[src/rtl/sam_pkg.sv]
// Package: constants and carriers for the split-address mux bus logic
package sam_pkg;
  // Register word offsets (byte addresses)
  localparam logic [3:0] SAM_CFG_OFS    = 4'h0;
  localparam logic [3:0] SAM_UPPER_OFS  = 4'h4;
  localparam logic [3:0] SAM_ADDR_OFS   = 4'h8;
  localparam logic [3:0] SAM_STAT_OFS   = 4'hc;
  // Read configuration field positions
  localparam int SAM_CFG_SYNC_N_BIT = 15;
  localparam int SAM_CFG_WPOL_BIT   = 10;
  localparam int SAM_CFG_WTIME_BIT  = 8;
  localparam int SAM_CFG_MODE_BIT   = 4;
  localparam logic [15:0] SAM_CFG_RESET = 16'h8000;
  // Address widths
  localparam int SAM_LO_W = 16;
  localparam int SAM_HI_W = 16;
  // Sensing time and burst
  localparam int SAM_SENSE_NS     = 96;
  localparam int SAM_CLK_NS       = 20;
  localparam int SAM_SENSE_CYC    =
    (SAM_SENSE_NS + SAM_CLK_NS - 1) / SAM_CLK_NS;
  localparam int SAM_MIN_KHZ      = 9600;
  localparam int SAM_WORDLINE_W   = 16;
  localparam int SAM_EOWL_WAIT    = 2;

  typedef struct packed {
    logic        adv_n;
    logic        oe_n;
    logic        we_n;
    logic        ce_n;
    logic        clk_rise;
    logic [15:0] ad;
  } sam_bus_t;
endpackage

[src/rtl/sam_core.sv]
// Split-address mux bus-cycle logic with Wishbone register port
//
// Register access over Wishbone and the address map are this design's own decisions.
`timescale 1ns/1ns
module sam_core (
  // Clock and reset
  input  wire logic        clk_i,
  input  wire logic        rst_i,
  // Wishbone slave
  input  wire logic        cyc_i,
  input  wire logic        stb_i,
  input  wire logic        we_i,
  input  wire logic [3:0]  adr_i,
  input  wire logic [3:0]  sel_i,
  input  wire logic [31:0] dat_i,
  output logic      [31:0] dat_o,
  output logic             ack_o,
  // Host bus pins
  input  wire logic        clk_edge_i,
  input  wire logic        address_valid_n_i,
  input  wire logic        oe_n_i,
  input  wire logic        we_n_i,
  input  wire logic        ce_n_i,
  input  wire logic [15:0] ad_i,
  output logic      [15:0] ad_o,
  output logic             ad_oe_o,
  output logic             wait_o,
  output logic             wait_oe_o,
  // Array side
  input  wire logic [15:0] array_data_i,
  output logic      [31:0] array_addr_o,
  output logic             sense_start_o,
  output logic             write_strobe_o,
  output logic      [15:0] write_data_o
);
  typedef enum logic [1:0] {ST_IDLE, ST_SENSE, ST_BURST} sam_state_t;

  sam_pkg::sam_bus_t  bus;
  sam_state_t         state_reg;
  logic [15:0]        cfg_reg;
  logic [15:0]        upper_reg;
  logic [15:0]        lower_reg;
  logic               adv_d_reg;
  logic               we_d_reg;
  logic               lat_lower;
  logic               lat_upper;
  logic               sync_mode;
  logic               mode_en;
  logic               sense_busy;
  logic               sense_done;
  logic               data_ok_reg;
  logic [1:0]         eowl_reg;
  logic               wait_act;
  logic               wb_hit;
  logic               ack_reg;
  logic [31:0]        rd_next;

  assign bus = '{adv_n: address_valid_n_i, oe_n: oe_n_i, we_n: we_n_i,
                 ce_n: ce_n_i, clk_rise: clk_edge_i, ad: ad_i};
  assign sync_mode = ~cfg_reg[sam_pkg::SAM_CFG_SYNC_N_BIT];
  assign mode_en   = cfg_reg[sam_pkg::SAM_CFG_MODE_BIT];

  // Edge history of the host strobes
  always_ff @(posedge clk_i) begin
    if (rst_i) begin
      adv_d_reg <= 1'b1;
      we_d_reg  <= 1'b1;
    end else begin
      adv_d_reg <= bus.adv_n;
      we_d_reg  <= bus.we_n;
    end
  end

  // Address capture: async on valid rise, sync on CLK rise while valid low
  logic cap;
  always_comb begin
    if (sync_mode) begin
      cap = ~bus.ce_n & ~bus.adv_n & bus.clk_rise;
    end else begin
      cap = ~bus.ce_n & bus.adv_n & ~adv_d_reg;
    end
  end
  assign lat_upper = cap & mode_en & ~bus.oe_n;
  assign lat_lower = cap & bus.oe_n;

  // Upper address survives across cycles that skip it
  always_ff @(posedge clk_i) begin
    if (rst_i) begin
      upper_reg <= 16'h0000;
    end else if (wb_hit && we_i && adr_i == sam_pkg::SAM_CFG_OFS &&
                 sel_i[0] && dat_i[sam_pkg::SAM_CFG_MODE_BIT] &&
                 !mode_en) begin
      upper_reg <= 16'h0000;
    end else if (lat_upper) begin
      upper_reg <= bus.ad;
    end
  end

  always_ff @(posedge clk_i) begin
    if (rst_i) begin
      lower_reg <= 16'h0000;
    end else if (lat_lower) begin
      lower_reg <= bus.ad;
    end
  end

  // Plain mux mode ignores the stored upper half
  assign array_addr_o = {mode_en ? upper_reg : 16'h0000, lower_reg};

  // Sensing begins as the lower address is latched, reads only
  assign sense_start_o = lat_lower & bus.we_n;

  sam_sense #(
    .CYC(sam_pkg::SAM_SENSE_CYC)
  ) u_sense (
    .clk_i  (clk_i),
    .rst_i  (rst_i),
    .start_i(sense_start_o),
    .busy_o (sense_busy),
    .done_o (sense_done)
  );

  // Write commits on write-enable rise, regardless of CLK
  always_ff @(posedge clk_i) begin
    if (rst_i) begin
      write_strobe_o <= 1'b0;
      write_data_o   <= 16'h0000;
    end else begin
      write_strobe_o <= ~bus.ce_n & bus.we_n & ~we_d_reg;
      if (~bus.ce_n & bus.we_n & ~we_d_reg) begin
        write_data_o <= bus.ad;
      end
    end
  end

  // Read state: sense, then stream words
  always_ff @(posedge clk_i) begin
    if (rst_i) begin
      state_reg <= ST_IDLE;
    end else begin
      case (state_reg)
        ST_IDLE:  if (sense_start_o) state_reg <= ST_SENSE;
        // A new address phase ends the read, so no drive during it
        ST_SENSE: if (!bus.adv_n) state_reg <= ST_IDLE;
                  else if (sense_done) state_reg <= ST_BURST;
        ST_BURST: if (bus.ce_n || !bus.adv_n || sense_start_o)
                    state_reg <= ST_IDLE;
        default:  state_reg <= ST_IDLE;
      endcase
    end
  end

  // Wordline crossing in a burst costs extra wait states
  logic [3:0] burst_cnt_reg;
  always_ff @(posedge clk_i) begin
    if (rst_i) begin
      burst_cnt_reg <= 4'h0;
      eowl_reg      <= 2'b00;
    end else if (state_reg != ST_BURST) begin
      burst_cnt_reg <= lower_reg[3:0];
      eowl_reg      <= 2'b00;
    end else if (eowl_reg != 2'b00) begin
      eowl_reg <= eowl_reg - 2'b01;
    end else if (sync_mode && bus.clk_rise && ~bus.oe_n) begin
      burst_cnt_reg <= burst_cnt_reg + 4'h1;
      if (burst_cnt_reg == 4'hf) begin
        eowl_reg <= 2'(sam_pkg::SAM_EOWL_WAIT);
      end
    end
  end

  always_ff @(posedge clk_i) begin
    if (rst_i) begin
      data_ok_reg <= 1'b0;
    end else begin
      data_ok_reg <= (state_reg == ST_BURST) && (eowl_reg == 2'b00);
    end
  end

  // Output data and wait; wait driven with the data bus
  always_ff @(posedge clk_i) begin
    if (rst_i) begin
      ad_o <= 16'h0000;
    end else if (state_reg == ST_BURST) begin
      ad_o <= array_data_i;
    end
  end

  always_comb begin
    if (!sync_mode) begin
      wait_act = 1'b0;
    end else if (cfg_reg[sam_pkg::SAM_CFG_WTIME_BIT]) begin
      wait_act = (state_reg != ST_BURST) || (eowl_reg != 2'b00);
    end else begin
      wait_act = ~data_ok_reg;
    end
  end

  assign ad_oe_o   = ~bus.ce_n & ~bus.oe_n & bus.adv_n & bus.we_n &
                     (state_reg != ST_IDLE);
  assign wait_oe_o = ad_oe_o;
  // Polarity bit 0 means active low
  assign wait_o    = cfg_reg[sam_pkg::SAM_CFG_WPOL_BIT] ? wait_act
                                                       : ~wait_act;

  // Wishbone slave: one wait state, ack drops after one cycle
  assign wb_hit = cyc_i & stb_i & ~ack_reg;

  always_ff @(posedge clk_i) begin
    if (rst_i) begin
      cfg_reg <= sam_pkg::SAM_CFG_RESET;
    end else if (wb_hit && we_i && adr_i == sam_pkg::SAM_CFG_OFS) begin
      if (sel_i[0]) cfg_reg[7:0]  <= dat_i[7:0];
      if (sel_i[1]) cfg_reg[15:8] <= dat_i[15:8];
    end
  end

  always_comb begin
    case (adr_i)
      sam_pkg::SAM_CFG_OFS:   rd_next = {16'h0000, cfg_reg};
      sam_pkg::SAM_UPPER_OFS: rd_next = {16'h0000, upper_reg};
      sam_pkg::SAM_ADDR_OFS:  rd_next = array_addr_o;
      sam_pkg::SAM_STAT_OFS:  rd_next = {28'h0000000, sense_busy,
                                         state_reg == ST_BURST, sync_mode,
                                         mode_en};
      default:                rd_next = 32'h00000000;
    endcase
  end

  always_ff @(posedge clk_i) begin
    if (rst_i) begin
      ack_reg <= 1'b0;
      dat_o   <= 32'h00000000;
    end else begin
      ack_reg <= wb_hit;
      if (wb_hit) dat_o <= rd_next;
    end
  end
  assign ack_o = ack_reg;

  // Checks
  upper_hold_a: assert property (@(posedge clk_i) disable iff (rst_i)
    !lat_upper && !$rose(mode_en) |=> $stable(upper_reg))
    else $error("upper address changed without capture");
  lower_only_a: assert property (@(posedge clk_i) disable iff (rst_i)
    lat_lower && !lat_upper && !$rose(mode_en) |=>
      lower_reg == $past(bus.ad) && $stable(upper_reg))
    else $error("single phase disturbed upper");
  sync_cap_a: assert property (@(posedge clk_i) disable iff (rst_i)
    sync_mode && lat_lower |-> bus.clk_rise && !bus.adv_n)
    else $error("sync capture off clock");
  upper_oe_a: assert property (@(posedge clk_i) disable iff (rst_i)
    lat_upper |-> !bus.oe_n && mode_en)
    else $error("upper captured with oe high");
  sense_go_a: assert property (@(posedge clk_i) disable iff (rst_i)
    sense_start_o |=> sense_busy)
    else $error("sensing not started on lower latch");
  wr_commit_a: assert property (@(posedge clk_i) disable iff (rst_i)
    !bus.ce_n && bus.we_n && !we_d_reg |=>
      write_strobe_o && write_data_o == $past(bus.ad))
    else $error("write not committed on we rise");
  wait_drv_a: assert property (@(posedge clk_i) disable iff (rst_i)
    wait_oe_o == ad_oe_o)
    else $error("wait drive differs from data drive");
  mode_zero_a: assert property (@(posedge clk_i) disable iff (rst_i)
    $rose(mode_en) |-> upper_reg == 16'h0000)
    else $error("upper not zero on mode entry");
  eowl_wait_a: assert property (@(posedge clk_i) disable iff (rst_i)
    state_reg == ST_BURST && eowl_reg != 2'b00 && sync_mode |->
      wait_act)
    else $error("wordline wait not shown");
  sync_wr_a: assert property (@(posedge clk_i) disable iff (rst_i)
    sync_mode && write_strobe_o |-> $past(bus.we_n) && !$past(we_d_reg))
    else $error("sync write not on we rise");
endmodule

[src/rtl/sam_sense.sv]
// Sensing timer: a read restarts it, completion pulses done
`timescale 1ns/1ns
module sam_sense #(
  parameter int CYC = sam_pkg::SAM_SENSE_CYC
) (
  // Clock and reset
  input  wire logic clk_i,
  input  wire logic rst_i,
  // Control
  input  wire logic start_i,
  output logic      busy_o,
  output logic      done_o
);
  logic [7:0] cnt_reg;

  always_ff @(posedge clk_i) begin
    if (rst_i) begin
      cnt_reg <= 8'h00;
      done_o  <= 1'b0;
    end else begin
      done_o <= 1'b0;
      if (start_i) begin
        cnt_reg <= 8'(CYC);
      end else if (cnt_reg != 8'h00) begin
        cnt_reg <= cnt_reg - 8'h01;
        if (cnt_reg == 8'h01) begin
          done_o <= 1'b1;
        end
      end
    end
  end
  assign busy_o = (cnt_reg != 8'h00);
endmodule

[config.mk]
export PLATFORM = sky130hd
export DESIGN_NAME = sam_core
export DESIGN_NICKNAME = d
export VERILOG_FILES = /design/src/rtl/sam_pkg.sv /design/src/rtl/sam_core.sv /design/src/rtl/sam_sense.sv
export SDC_FILE = /design/constraint.sdc
export NUM_CORES = 1
export LEC_CHECK = 0
export BUFFER_PORTS_ARGS = -buffer_cell sky130_fd_sc_hd__buf_2
export CAP_MARGIN = 20
export CORE_ASPECT_RATIO = 1.4
export CORE_UTILIZATION = 40
export DETAILED_ROUTE_END_ITERATION = 12
export PLACE_DENSITY_LB_ADDON = 0.12
export SYNTH_ARGS = -nofsm -noshare
export SYNTH_HDL_FRONTEND = slang
export SYNTH_SLANG_ARGS = --single-unit
[constraint.sdc]
create_clock -name clk_i -period 1.9 [get_ports clk_i]
set_input_delay 0.19 -clock clk_i [delete_from_list [all_inputs] [get_ports clk_i]]
set_output_delay 0.19 -clock clk_i [all_outputs]
set_load 0.05 [all_outputs]
[After elaboration in Yosys (flattened, before gate mapping)]
Cells that the tools add are included.
Storage, ports and cells
  word-level logic and storage cells: 111
  bits in registers: 134
  output and inout bits: 102
  input bits: 82
Cells by class
  $add $sub $neg: 3
  equality and inequality tests: 12
  reductions and logical operators: 32
  bitwise operators: 26
  mux-type cells: 20
Operator list (count)
  case mux 32 bit (4 select lines): 1
  bitwise AND 1 bit: 16
  2-to-1 mux 16 bit: 1
  2-to-1 mux 2 bit: 7
  equality test 4 bit, second input constant: 3
  2-to-1 mux 4 bit: 3
  nonzero test 2 bit: 6
  NOT 1 bit: 10
  equality test 8 x 1 -> 1 bit, second input constant: 1
  logical AND 1 bit: 8
  inequality test 2 bit, second input constant: 4
  AND reduction 2 bit: 4
  nonzero test 8 bit: 1
  subtractor 8 x 1 -> 8 bit, second input constant: 1
  2-to-1 mux 3 bit: 2
  case mux 2 bit (3 select lines): 1
  OR reduction 2 bit: 3
  2-to-1 mux 1 bit: 5
  adder 4 x 1 -> 4 bit, second input constant: 1
  equality test 4 x 3 -> 1 bit, second input constant: 1
  zero test 2 bit: 2
  zero test 4 bit: 1
  logical OR 1 bit: 3
  inequality test 3 x 2 -> 1 bit, second input constant: 1
  6 further kinds: 7

[Logic depth before layout (Yosys ltp)]
Gate-level depths: netlist of run 1.
  depth in word-level cells: 9
  mapped depth: 6
  gate-level depth less buffers: 6

[Modules after synthesis]
Synthesis of run 1 repeated with hierarchy kept, for this count alone.
Unflattened totals
  cells, all modules: 590
  area, all modules: 5630.4 um^2
Modules (own cells, without submodules)
  sam_core: times used 1, cells each 538, seq. area each 2502.4 um^2, area each 5171.2 um^2
  sam_sense: times used 1, cells each 52, seq. area each 180.2 um^2, area each 459.2 um^2

[Worst setup path after synthesis of run 1]
Ideal clock, no wire load.
  path type: register to output
  start point: register state_reg[0]
  end point: output port wait_oe_o
  required time: 1.710 ns
  setup slack: -0.634 ns
  stages on the path, launching flop included: 4
  arrival: 2.344 ns
  buffers on the path: 1
  path through: dfxtp_1 -> nor2_1 -> nor4_1 -> buf_4
Between the ends
  word-level cells in the longest chain between the ends: 2
RTL lines
  start: declaration: line sam_core.sv:39  | sam_state_t state_reg;
  start signal: assignment: line sam_core.sv:139  | state_reg <= ST_IDLE;
  start signal: assignment: line sam_core.sv:142  | ST_IDLE: if (sense_start_o) state_reg <= ST_SENSE;
  start signal: assignment: line sam_core.sv:144  | ST_SENSE: if (!bus.adv_n) state_reg <= ST_IDLE;
  nonzero test 2 bit: line sam_core.sv:200  | (state_reg != ST_IDLE);
  bitwise AND 1 bit: line sam_core.sv:199  | assign ad_oe_o = ~bus.ce_n & ~bus.oe_n & bus.adv_n & bus.we_n &
  end: declaration: line sam_core.sv:28  | output logic wait_oe_o,
Every way passes these cells.

[Final worst setup path of run 1]
  start point: register eowl_reg[0]
  end point: output port wait_o
Between the ends
  word-level cells in the longest chain between the ends: 6
RTL lines
  start: declaration: line sam_core.sv:52  | logic [1:0] eowl_reg;
  start signal: assignment: line sam_core.sv:163  | eowl_reg <= eowl_reg - 2'b01;
  start signal: assignment: line sam_core.sv:167  | eowl_reg <= 2'(sam_pkg::SAM_EOWL_WAIT);
  nonzero test 2 bit *: line sam_core.sv:193  | wait_act = (state_reg != ST_BURST) || (eowl_reg != 2'b00);
  logical OR 1 bit *: line sam_core.sv:193
  2-to-1 mux 1 bit *: line sam_core.sv:192  | end else if (cfg_reg[sam_pkg::SAM_CFG_WTIME_BIT]) begin
  2-to-1 mux 1 bit *: line sam_core.sv:190  | if (!sync_mode) begin
  NOT 1 bit: line sam_core.sv:204  | : ~wait_act;
  2-to-1 mux 1 bit *: line sam_core.sv:203  | assign wait_o = cfg_reg[sam_pkg::SAM_CFG_WPOL_BIT] ? wait_act
  end: declaration: line sam_core.sv:27  | output logic wait_o,
Mark *: on every way between the ends. The rest lies on a longest branch, timed or not.

==> flow_metrics.tcl, run 1 <==
set metrics [dict create \
    crit_fanout 3 \
    n_antenna_cell 0 \
    cp_slowest_cell "dfxtp_2" \
    grt_start_max_net_pins 70 \
    dieWidth_microns 100 \
    htreeDepth 4 \
    endpoint_kind "output pin" \
    area_growth_pct 31.7 \
    p_per_area_mw_per_mm2 985 \
    dieArea_sq_mm 0.0139 \
    start_util 0.414 \
    top_register "dat_o" \
    period_needed_ns 1.84 \
    path_class "flop to output pin" \
    ys.flop_type "dfxtp_1" \
    clockBufferDepth 2 \
    grt_pass1_vias 4719 \
    root_buffer "clkbuf_16" \
    drtAntennaViolNets 0 \
    hold_violations 0 \
    netlist_area_sq_mm 0.00538 \
    synth_edf_count 0 \
    clock.fmax_mhz 543 \
    async_reset_ff_frac 0 \
    path_cells "inv_2, ha_4, a311oi_2, buf_4, xnor2_2, buf_6" \
    seqPwrFrac 0.433 \
    arrival_ns 1.65 \
    die_h_microns 139 \
    post-route-drc-count 0 \
    hold_path.class "input port to flop" \
    row_count 49 \
    skew_ns 0.0120 \
    dr.pass1.iters 4 \
    avgSynthCellArea_sq_um 9.32 \
    yosys_warnings 0 \
    antenna_found_initial 0 \
    synthCells 577 \
    cts_inserted_buffers 17 \
    wire_per_inst_microns 16.5 \
    synth_nets 665 \
    globalRouteTotalUtil 0.229 \
    worstSetupStartpointType "flop" \
    cp_data_required_time_ns 1.71 \
    dp_hpwl_microns 11300 \
    peakVddDrop_v 0.000709 \
    synth_compound_area_frac 0.121 \
    p_clk_frac 0.450 \
    grt_setup_unrepaired "yes" \
    drv_cap 0 \
    setup_viol 0 \
    grt.overflow.total 0 \
    num-nets-final 834 \
    timing.slew.headroom 0.400 \
    cpPeakStageDelay_ns 0.33 \
    drt-initial-drc-count 174 \
    combPwrFrac 0.117 \
    swShare 0.251 \
    core_area_sq_mm 0.0130 \
    p_sw_w 0.00175 \
    slew_violations 0 \
    cts.sinks 134 \
    clk_latency_ns 0.41 \
    cts_tree "yes" \
    fin_crit_sh 0.969 \
    clkSlewWorstSetupHoldPaths_ns 0.06 \
    p_leak_nw 3.42 \
    wirelength_microns 15500 \
    layout-drive-gt1-share 0.319 \
    pin_count 184 \
    synth-simple-area-share 0.190 \
    tightestPinTransition_ns 0.898 \
    status "complete, no violations" \
    hold_ws_ns 0.00994 \
    yosysUniqueCellTypes 49 \
    largest_reg_flops 32 \
    internal-power_w 0.00522 \
    grt_pass1_wl_microns 24400 \
    post_synth_mux_area_share 0.124 \
    yosysSeqAreaShare 0.499 \
    synthXorXnorAreaFrac 0.0163 \
    synth_seq_cells 134 \
    utilization 0.545 \
    synth_top_family_by_area "simple AND/OR/NAND/NOR gates" \
    routed_via_density 5.10 \
    vias 4778 \
    port_buffers 165 \
    gp_congestion 0.834 \
    synthAdderAreaFrac 0.0140 \
    finalSetupTns_ns 0 \
]
==> cell usage in the layout, fill, tap and decap left out, types with 17 or more instances in the layout <==
cell,synthesis,layout
buf_2,7,162
a21oi_1,36,36
dfxtp_1,134,128
mux2i_1,62,62
nand2_1,80,80
clkbuf_16,0,17
nor2_1,85,85
buf_4,1,21
==> synthesized netlist by cell type (all sizes together) (7+ instances only) <==
cell type / instances / area, sq um
dfxtp: 134 / 2680
nor2: 85 / 319
nand2: 80 / 300
mux2i: 62 / 621
a21oi: 36 / 180
clkbuf: 27 / 103
a22o: 16 / 140
a22oi: 16 / 120
and2: 16 / 100
o21ai: 15 / 78.8
buf: 10 / 65.1
inv: 7 / 26.3
==> power by group through the flow <==
stage	clock (W)	sequential (W)	combinational [W]
3_5_place_dp	0	0.00308	0.000825
4_1_cts	0.00318	0.00302	0.000831
6_report	0.00313	0.00302	0.000818
5_1_grt	0.00331	0.00303	0.000915
3_3_place_gp	0	0.00307	0.000786
2_1_floorplan	0	0.00311	0.000553
==> layer usage <==
layer  routed length (microns)  GRT usage  vias to the layer above
met5                         0          0                        -
met4                       437     0.0938                        0
met3                       712     0.0524                       26
li1                          -          -                     2320
met1                      6050      0.244                     2277
met2                      8260      0.426                      155
==> final timing paths <==
check | startpoint | endpoint | slack [ns] | depth (start not counted)
setup / recovery | eowl_reg[0] | wait_o | 0.06 | 6
hold / removal | array_data_i[15] | ad_o[15] | 0.01 | 3
hold reg to reg | u_sense.done_o | state_reg[0] | 0.44 | 1
setup reg to reg | burst_cnt_reg[0] | eowl_reg[1] | 0.09 | 5
==> through the flow <==
step / instance area [sq um] / power, W / worst slack, ns / std cells
3_5_place_dp: 6410 / 0.00390 / 0.141 / 898
4_1_cts: 7040 / 0.00704 / 0.0249 / 932
6_report: 7080 / 0.00697 / 0.0594 / 936
2_1_floorplan: 5380 / 0.00366 / 0.0395 / 577
5_1_grt: 7080 / 0.00726 / -0.0777 / 936
3_3_place_gp: 6410 / 0.00386 / 0.215 / 898
==> critical path: cells and delay by family, from the launching register on <==
family	cells	cell delay (ns)
buffers and inverters	3	0.39
AOI/OAI and AO/OA	1	0.23
adders and majority gates	1	0.16
DFF	1	0.33
xor gates and xnor gates	1	0.11
==> cells by family after synthesis <==
family | Yosys count
and+or+nand+nor | 221
DFF | 134
AOI/OAI and AO/OA | 98
muxes | 64
buffers and inverters | 44
xor gates and xnor gates | 10
adders and majority gates | 6
==> cell type report <==
| class | count | area, sq um |
|---|---|---|
| Sequential cell | 134 | 2690 |
| Fill cell | 1249 | 5920 |
| Clock inverter | 7 | 70.1 |
| Multi-Input combinational cell | 399 | 2540 |
| Inverter | 7 | 26.3 |
| Tap cell | 178 | 223 |
| Clock buffer | 24 | 502 |
| Timing Repair Buffer | 187 | 1030 |
==> repair_timing <==
action | in CTS | in global routing
gates resized for setup | 11 | 4
buffers inserted | 3 | 3
hold buffers | 0 | 0
hold endpoints to repair | 0 | 0
setup endpoints to repair | 2 | 17
pin swaps | 3 | 2
Power figures use the tool's default switching activity.
==> run 2: changes to the inputs <==
- SYNTH_HIERARCHICAL: default -> 1
==> flow_metrics.tcl, run 2 <==
set metrics [dict create \
    p_leak_nw 3.59 \
    post-route-drc-count 0 \
    synth-simple-area-share 0.199 \
    slew_violations 0 \
    root_buffer "clkbuf_16" \
    yosys_warnings 6 \
    routed_via_density 5.10 \
    grt_start_max_net_pins 48 \
    yosysSeqAreaShare 0.476 \
    path_cells "inv_2, ha_4, or3b_4, nor2_4, inv_2, mux4_2, a22oi_2, nor2_1" \
    seqPwrFrac 0.390 \
    layout-drive-gt1-share 0.346 \
    tightestPinTransition_ns 0.801 \
    drt-initial-drc-count 235 \
    n_antenna_cell 0 \
    fin_crit_sh 0.983 \
    clockBufferDepth 2 \
    grt.overflow.total 0 \
    grt_setup_unrepaired "yes" \
    yosysUniqueCellTypes 56 \
    synthCells 590 \
    period_needed_ns 1.87 \
    cp_slowest_cell "mux4_2" \
    critPathTopFamily "simple AND/OR/NAND/NOR gates" \
    dp_hpwl_microns 11600 \
    ys.flop_type "dfxtp_1" \
    port_buffers 165 \
    place_ws_ns -0.00891 \
    synth_seq_cells 134 \
    top_register "dat_o" \
    hold_violations 0 \
    ff2ff_path_depth 8 \
    row_count 50 \
    setup_viol 0 \
    timing.slew.headroom 0.464 \
    dr.pass1.iters 4 \
    combPwrFrac 0.147 \
    status "complete, no violations" \
    largest_reg_flops 32 \
    gp_congestion 0.799 \
    cts_tree "yes" \
    wire_per_inst_microns 17.2 \
    synth_edf_count 0 \
    avgSynthCellArea_sq_um 9.54 \
    cts_inserted_buffers 17 \
    utilization 0.556 \
    p_sw_w 0.00190 \
    worstSetupStartpointType "flop" \
    num-nets-final 866 \
    crit_fanout 4 \
    grt_pass1_vias 4935 \
    antenna_found_initial 0 \
    yosysMostFrequentCell "dfxtp_1" \
    place_area_sq_mm 0.00667 \
    core_area_sq_mm 0.0136 \
    layout_commonest_cell "buf_2" \
    crit_buf_inv 2 \
    die_h_microns 142 \
    area_growth_pct 34.2 \
    hold_depth 3 \
    post_synth_mux_area_share 0.122 \
    synthXorXnorAreaFrac 0.00778 \
    arrival_ns 2.16 \
    synthTopCellsByArea "dfxtp_1 48%, mux2i_1 11%, nor2_1 5.6%, nand2_1 4.6%, a22oi_1 4.1%" \
    p_per_area_mw_per_mm2 1020 \
    endpoint_kind "flop" \
    start_util 0.415 \
    p_clk_frac 0.463 \
    setup_ws_ns 0.0324 \
    synth_nets 678 \
    grt_pass1_wl_microns 25600 \
    synth_compound_area_frac 0.132 \
    async_reset_ff_frac 0 \
    cp_data_required_time_ns 2.19 \
    peakVddDrop_v 0.000493 \
    clkSlewWorstSetupHoldPaths_ns 0.06 \
    synth_top_area_share 0.476 \
    globalRouteTotalUtil 0.238 \
    fillers 1303 \
    vias 4964 \
    yosys-top-cells-count "134 x dfxtp_1, 84 x nor2_1, 69 x nand2_1, 62 x mux2i_1, 36 x a21oi_1" \
    internal-power_w 0.00580 \
    path_class "flop to flop" \
    synth_top_family_by_area "simple AND/OR/NAND/NOR gates" \
    dieWidth_microns 102 \
    cts.sinks 134 \
    yosysTopAreaCell "dfxtp_1" \
    drtAntennaViolNets 0 \
    skew_ns 0.00669 \
    dieArea_sq_mm 0.0146 \
    pin_count 184 \
    htreeDepth 4 \
    placed_cells 920 \
    cp.depth 8 \
    fin_area_sq_mm 0.00755 \
    cpPeakStageDelay_ns 0.47 \
    netlist_area_sq_mm 0.00563 \
    swShare 0.247 \
    cp_common_cell "inv_2" \
    clk_latency_ns 0.42 \
    hold_path.class "input port to flop" \
    synthAdderAreaFrac 0.0133 \
    finalNonFillerCells 973 \
    clock.fmax_mhz 535 \
    drv_cap 0 \
    wirelength_microns 16700 \
    layout_common_cells "162 x buf_2, 127 x dfxtp_1, 84 x nor2_1" \
]
run 2: cells by family (layout without fill, tap and decap cells):
group	count (synthesis)	after routing
and+or+nand+nor	227	227
buffers and inverters	52	253
xor gates and xnor gates	5	5
adders and majority gates	6	6
DFF	134	134
AOI/OAI and AO/OA	101	101
muxes	65	65
run 2: power groups by stage:
stage / Combinational, W / Clock, W / Sequential, W
after floorplan: 0.000678 / 0 / 0.00310
after global placement: 0.00101 / 0 / 0.00305
after detailed placement: 0.00104 / 0 / 0.00306
after CTS: 0.00112 / 0.00361 / 0.00300
after global routing: 0.00123 / 0.00372 / 0.00302
final: 0.00113 / 0.00357 / 0.00301
run 2: final timing paths:
check / slack [ns] / startpoint / endpoint
setup / recovery: 0.03 / u_sense/cnt_reg[0] / dat_o[3]
hold / removal: 0.009 / array_data_i[1] / ad_o[1]
setup reg to reg: 0.03 / u_sense/cnt_reg[0] / dat_o[3]
hold reg to reg: 0.44 / u_sense/done_o / state_reg[0]
run 2: through the flow:
step	hold slack, ns	setup TNS [ns]	total power, W
floorplan	0.255	0	0.00378
global placement	0.399	0	0.00406
detailed placement	0.400	-0.00891	0.00410
CTS	0.000518	0	0.00773
global route	0.00340	-0.0225	0.00798
finish	0.00911	0	0.00771
run 2: routing by layer:
| metal | vias up | wire length (microns) | global-route usage |
|---|---|---|---|
| met5 | - | 0 | 0 |
| met4 | 0 | 408 | 0.102 |
| met1 | 2364 | 6520 | 0.251 |
| met2 | 157 | 9010 | 0.444 |
| li1 | 2415 | - | - |
| met3 | 28 | 767 | 0.0516 |
run 2: final cells by class:
type | count | area (sq um) | area share
Multi-Input combinational cell | 404 | 2720 | 0.360
Clock buffer | 24 | 502 | 0.0664
Timing Repair Buffer | 210 | 1230 | 0.162
Sequential cell | 134 | 2690 | 0.356
Clock inverter | 8 | 143 | 0.0189
Inverter | 11 | 41.3 | 0.00547
Tap cell | 182 | 228 | 0.0301
run 2: repair_timing:
| item | 4_1_cts | 5_1_grt |
|---|---|---|
| gates resized for setup | 5 | 10 |
| hold buffers | 17 | 0 |
| pin swaps | 1 | 5 |
| setup endpoints to repair | 10 | 3 |
| buffers inserted | 2 | 2 |
| hold endpoints to repair | 17 | 0 |
run 2: worst reg2reg max path: stages, from the launching register on:
cell and delay (ns):
dfxtp_2 0.33, inv_2 0.08, ha_4 0.14, or3b_4 0.40, nor2_4 0.10, inv_2 0.05
mux4_2 0.47, a22oi_2 0.12, nor2_1 0.05
==> run 3: changes to the inputs <==
- CELL_PAD_IN_SITES_DETAIL_PLACEMENT: default -> 2
- CELL_PAD_IN_SITES_GLOBAL_PLACEMENT: default -> 2
- CORE_UTILIZATION: 40 -> 30
==> flow_metrics.tcl, run 3 (synthesis results as in run 2) <==
set metrics [dict create \
    fin_area_sq_mm 0.00758 \
    cts_inserted_buffers 17 \
    clkSlewWorstSetupHoldPaths_ns 0.06 \
    antenna_found_initial 0 \
    p_per_area_mw_per_mm2 1030 \
    hold_path.class "input port to flop" \
    reg2reg_setup_slack_ns 0.04 \
    drv_cap 0 \
    arrival_ns 1.69 \
    fillers 2023 \
    dieArea_sq_mm 0.0193 \
    n_antenna_cell 0 \
    cp-endpoint "wait_o" \
    die_h_microns 164 \
    grt_start_max_net_pins 50 \
    r2r-start "u_sense/cnt_reg[1]" \
    wirelength_microns 20000 \
    worstSetupStartpointType "flop" \
    top_register "dat_o" \
    tightestPinTransition_ns 0.601 \
    finalPower_w 0.00782 \
    port_buffers 165 \
    dieWidth_microns 118 \
    row_count 58 \
    grt.overflow.total 0 \
    area_growth_pct 34.6 \
    cp_data_required_time_ns 1.71 \
    skew_ns 0.00870 \
    utilization 0.418 \
    start_util 0.310 \
    drt-initial-drc-count 167 \
    period_needed_ns 1.88 \
    status "complete, no violations" \
    pin_count 184 \
    root_buffer "clkbuf_16" \
    slew_violations 0 \
    clock.fmax_mhz 533 \
    peakVddDrop_v 0.000445 \
    gp_congestion 0.815 \
    p_leak_nw 3.56 \
    endpoint_kind "output pin" \
    layout_common_cells "162 x buf_2, 126 x dfxtp_1, 83 x nor2_1" \
    dr.pass1.iters 4 \
    layout-drive-gt1-share 0.358 \
    crit_fanout 3 \
    grt_pass1_wl_microns 31300 \
    dp_hpwl_microns 14600 \
    drtAntennaViolNets 0 \
    timing.slew.headroom 0.598 \
    grt_setup_unrepaired "yes" \
    globalRouteTotalUtil 0.215 \
    wire_per_inst_microns 19.5 \
    clk_latency_ns 0.42 \
    post-route-drc-count 0 \
    grt_pass1_vias 5605 \
    ff2ff_path_depth 8 \
    regToRegEndpoint "dat_o[3]" \
    path_class "flop to output pin" \
    num-nets-final 863 \
    setup_viol 0 \
    vias 5051 \
    clockBufferDepth 2 \
    hold_violations 0 \
    startpoint "eowl_reg[1]" \
    routed_via_density 4.91 \
    place_area_sq_mm 0.00673 \
    core_area_sq_mm 0.0181 \
    largest_reg_flops 32 \
    cts_tree "yes" \
    htreeDepth 4 \
    layout_commonest_cell "buf_2" \
    cts.sinks 134 \
    fin_crit_sh 0.987 \
]
## run 3: cell count changes in the layout (fill, tap and decap cells not counted)
cell,change
buf_4,+4
buf_6,+1
clkbuf_1,-1
clkbuf_8,-3
clkinv_4,+1
clkinvlp_4,+2
dfxtp_1,-1
dfxtp_4,+1
dlygate4sd3_1,-8
inv_6,+1
nor2_1,-1
nor2_2,+1
## run 3: worst max-delay path: stages, from the launching register on
cell and delay, ns:
dfxtp_2 0.34, inv_2 0.05, ha_4 0.15, a311oi_2 0.28, xnor2_1 0.20, buf_4 0.25
## run 3: power breakdown
part | leakage, nW | internal [W] | switching [W]
Combinational | 2.17 | 0.000608 | 0.000672
Clock | 0.302 | 0.00226 | 0.00127
Sequential | 1.08 | 0.00292 | 0.0000859
Total | 3.56 | 0.00579 | 0.00203
## run 3: worst min-delay path by stage
stage	endpoint	from	slack [ns]	depth (start not counted)
global route	ad_o[0]	array_data_i[0]	0.005	3
global placement	we_d_reg	we_n_i	0.39	2
finish	cfg_reg[3]	dat_i[3]	0.01	3
floorplan	u_sense/cnt_reg[0]	rst_i	0.26	1
detailed placement	we_d_reg	we_n_i	0.40	2
CTS	cfg_reg[6]	dat_i[6]	0.003	3
## run 3: layout make-up
| class | count | area (sq um) | share of cell area |
|---|---|---|---|
| multi-input combinational | 404 | 2730 | 0.359 |
| tap | 240 | 300 | 0.0396 |
| clock buffer | 20 | 457 | 0.0602 |
| clock inverter | 12 | 175 | 0.0231 |
| inverter | 11 | 41.3 | 0.00545 |
| sequential | 134 | 2700 | 0.356 |
| timing repair buffer | 207 | 1190 | 0.157 |
## run 3: metrics by stage
step,instances,TNS (ns),setup slack (ns),hold WS [ns]
finish,1028,0,0.0247,0.0120
global route,1028,-0.0573,-0.0442,0.00454
CTS,1027,-0.0913,-0.0796,0.00253
detailed placement,976,-0.0682,-0.0682,0.395
global placement,976,0,0.0114,0.393
floorplan,590,0,0.0187,0.255
## run 3: repair_timing
action / 4_1_cts / 5_1_grt
setup endpoints to repair: 19 / 3
cloned: 0 / 0
pin swaps: 5 / 4
hold endpoints to repair: 9 / 0
buffers inserted: 10 / 1
hold buffers: 9 / 0
gates resized for setup: 10 / 8
## run 3: routing by layer
metal	global-route usage	vias up	routed length, microns
li1	-	2411	-
met1	0.216	2494	7400
met2	0.432	125	11500
met3	0.0469	21	791
met4	0.0676	0	344
met5	0	-	0
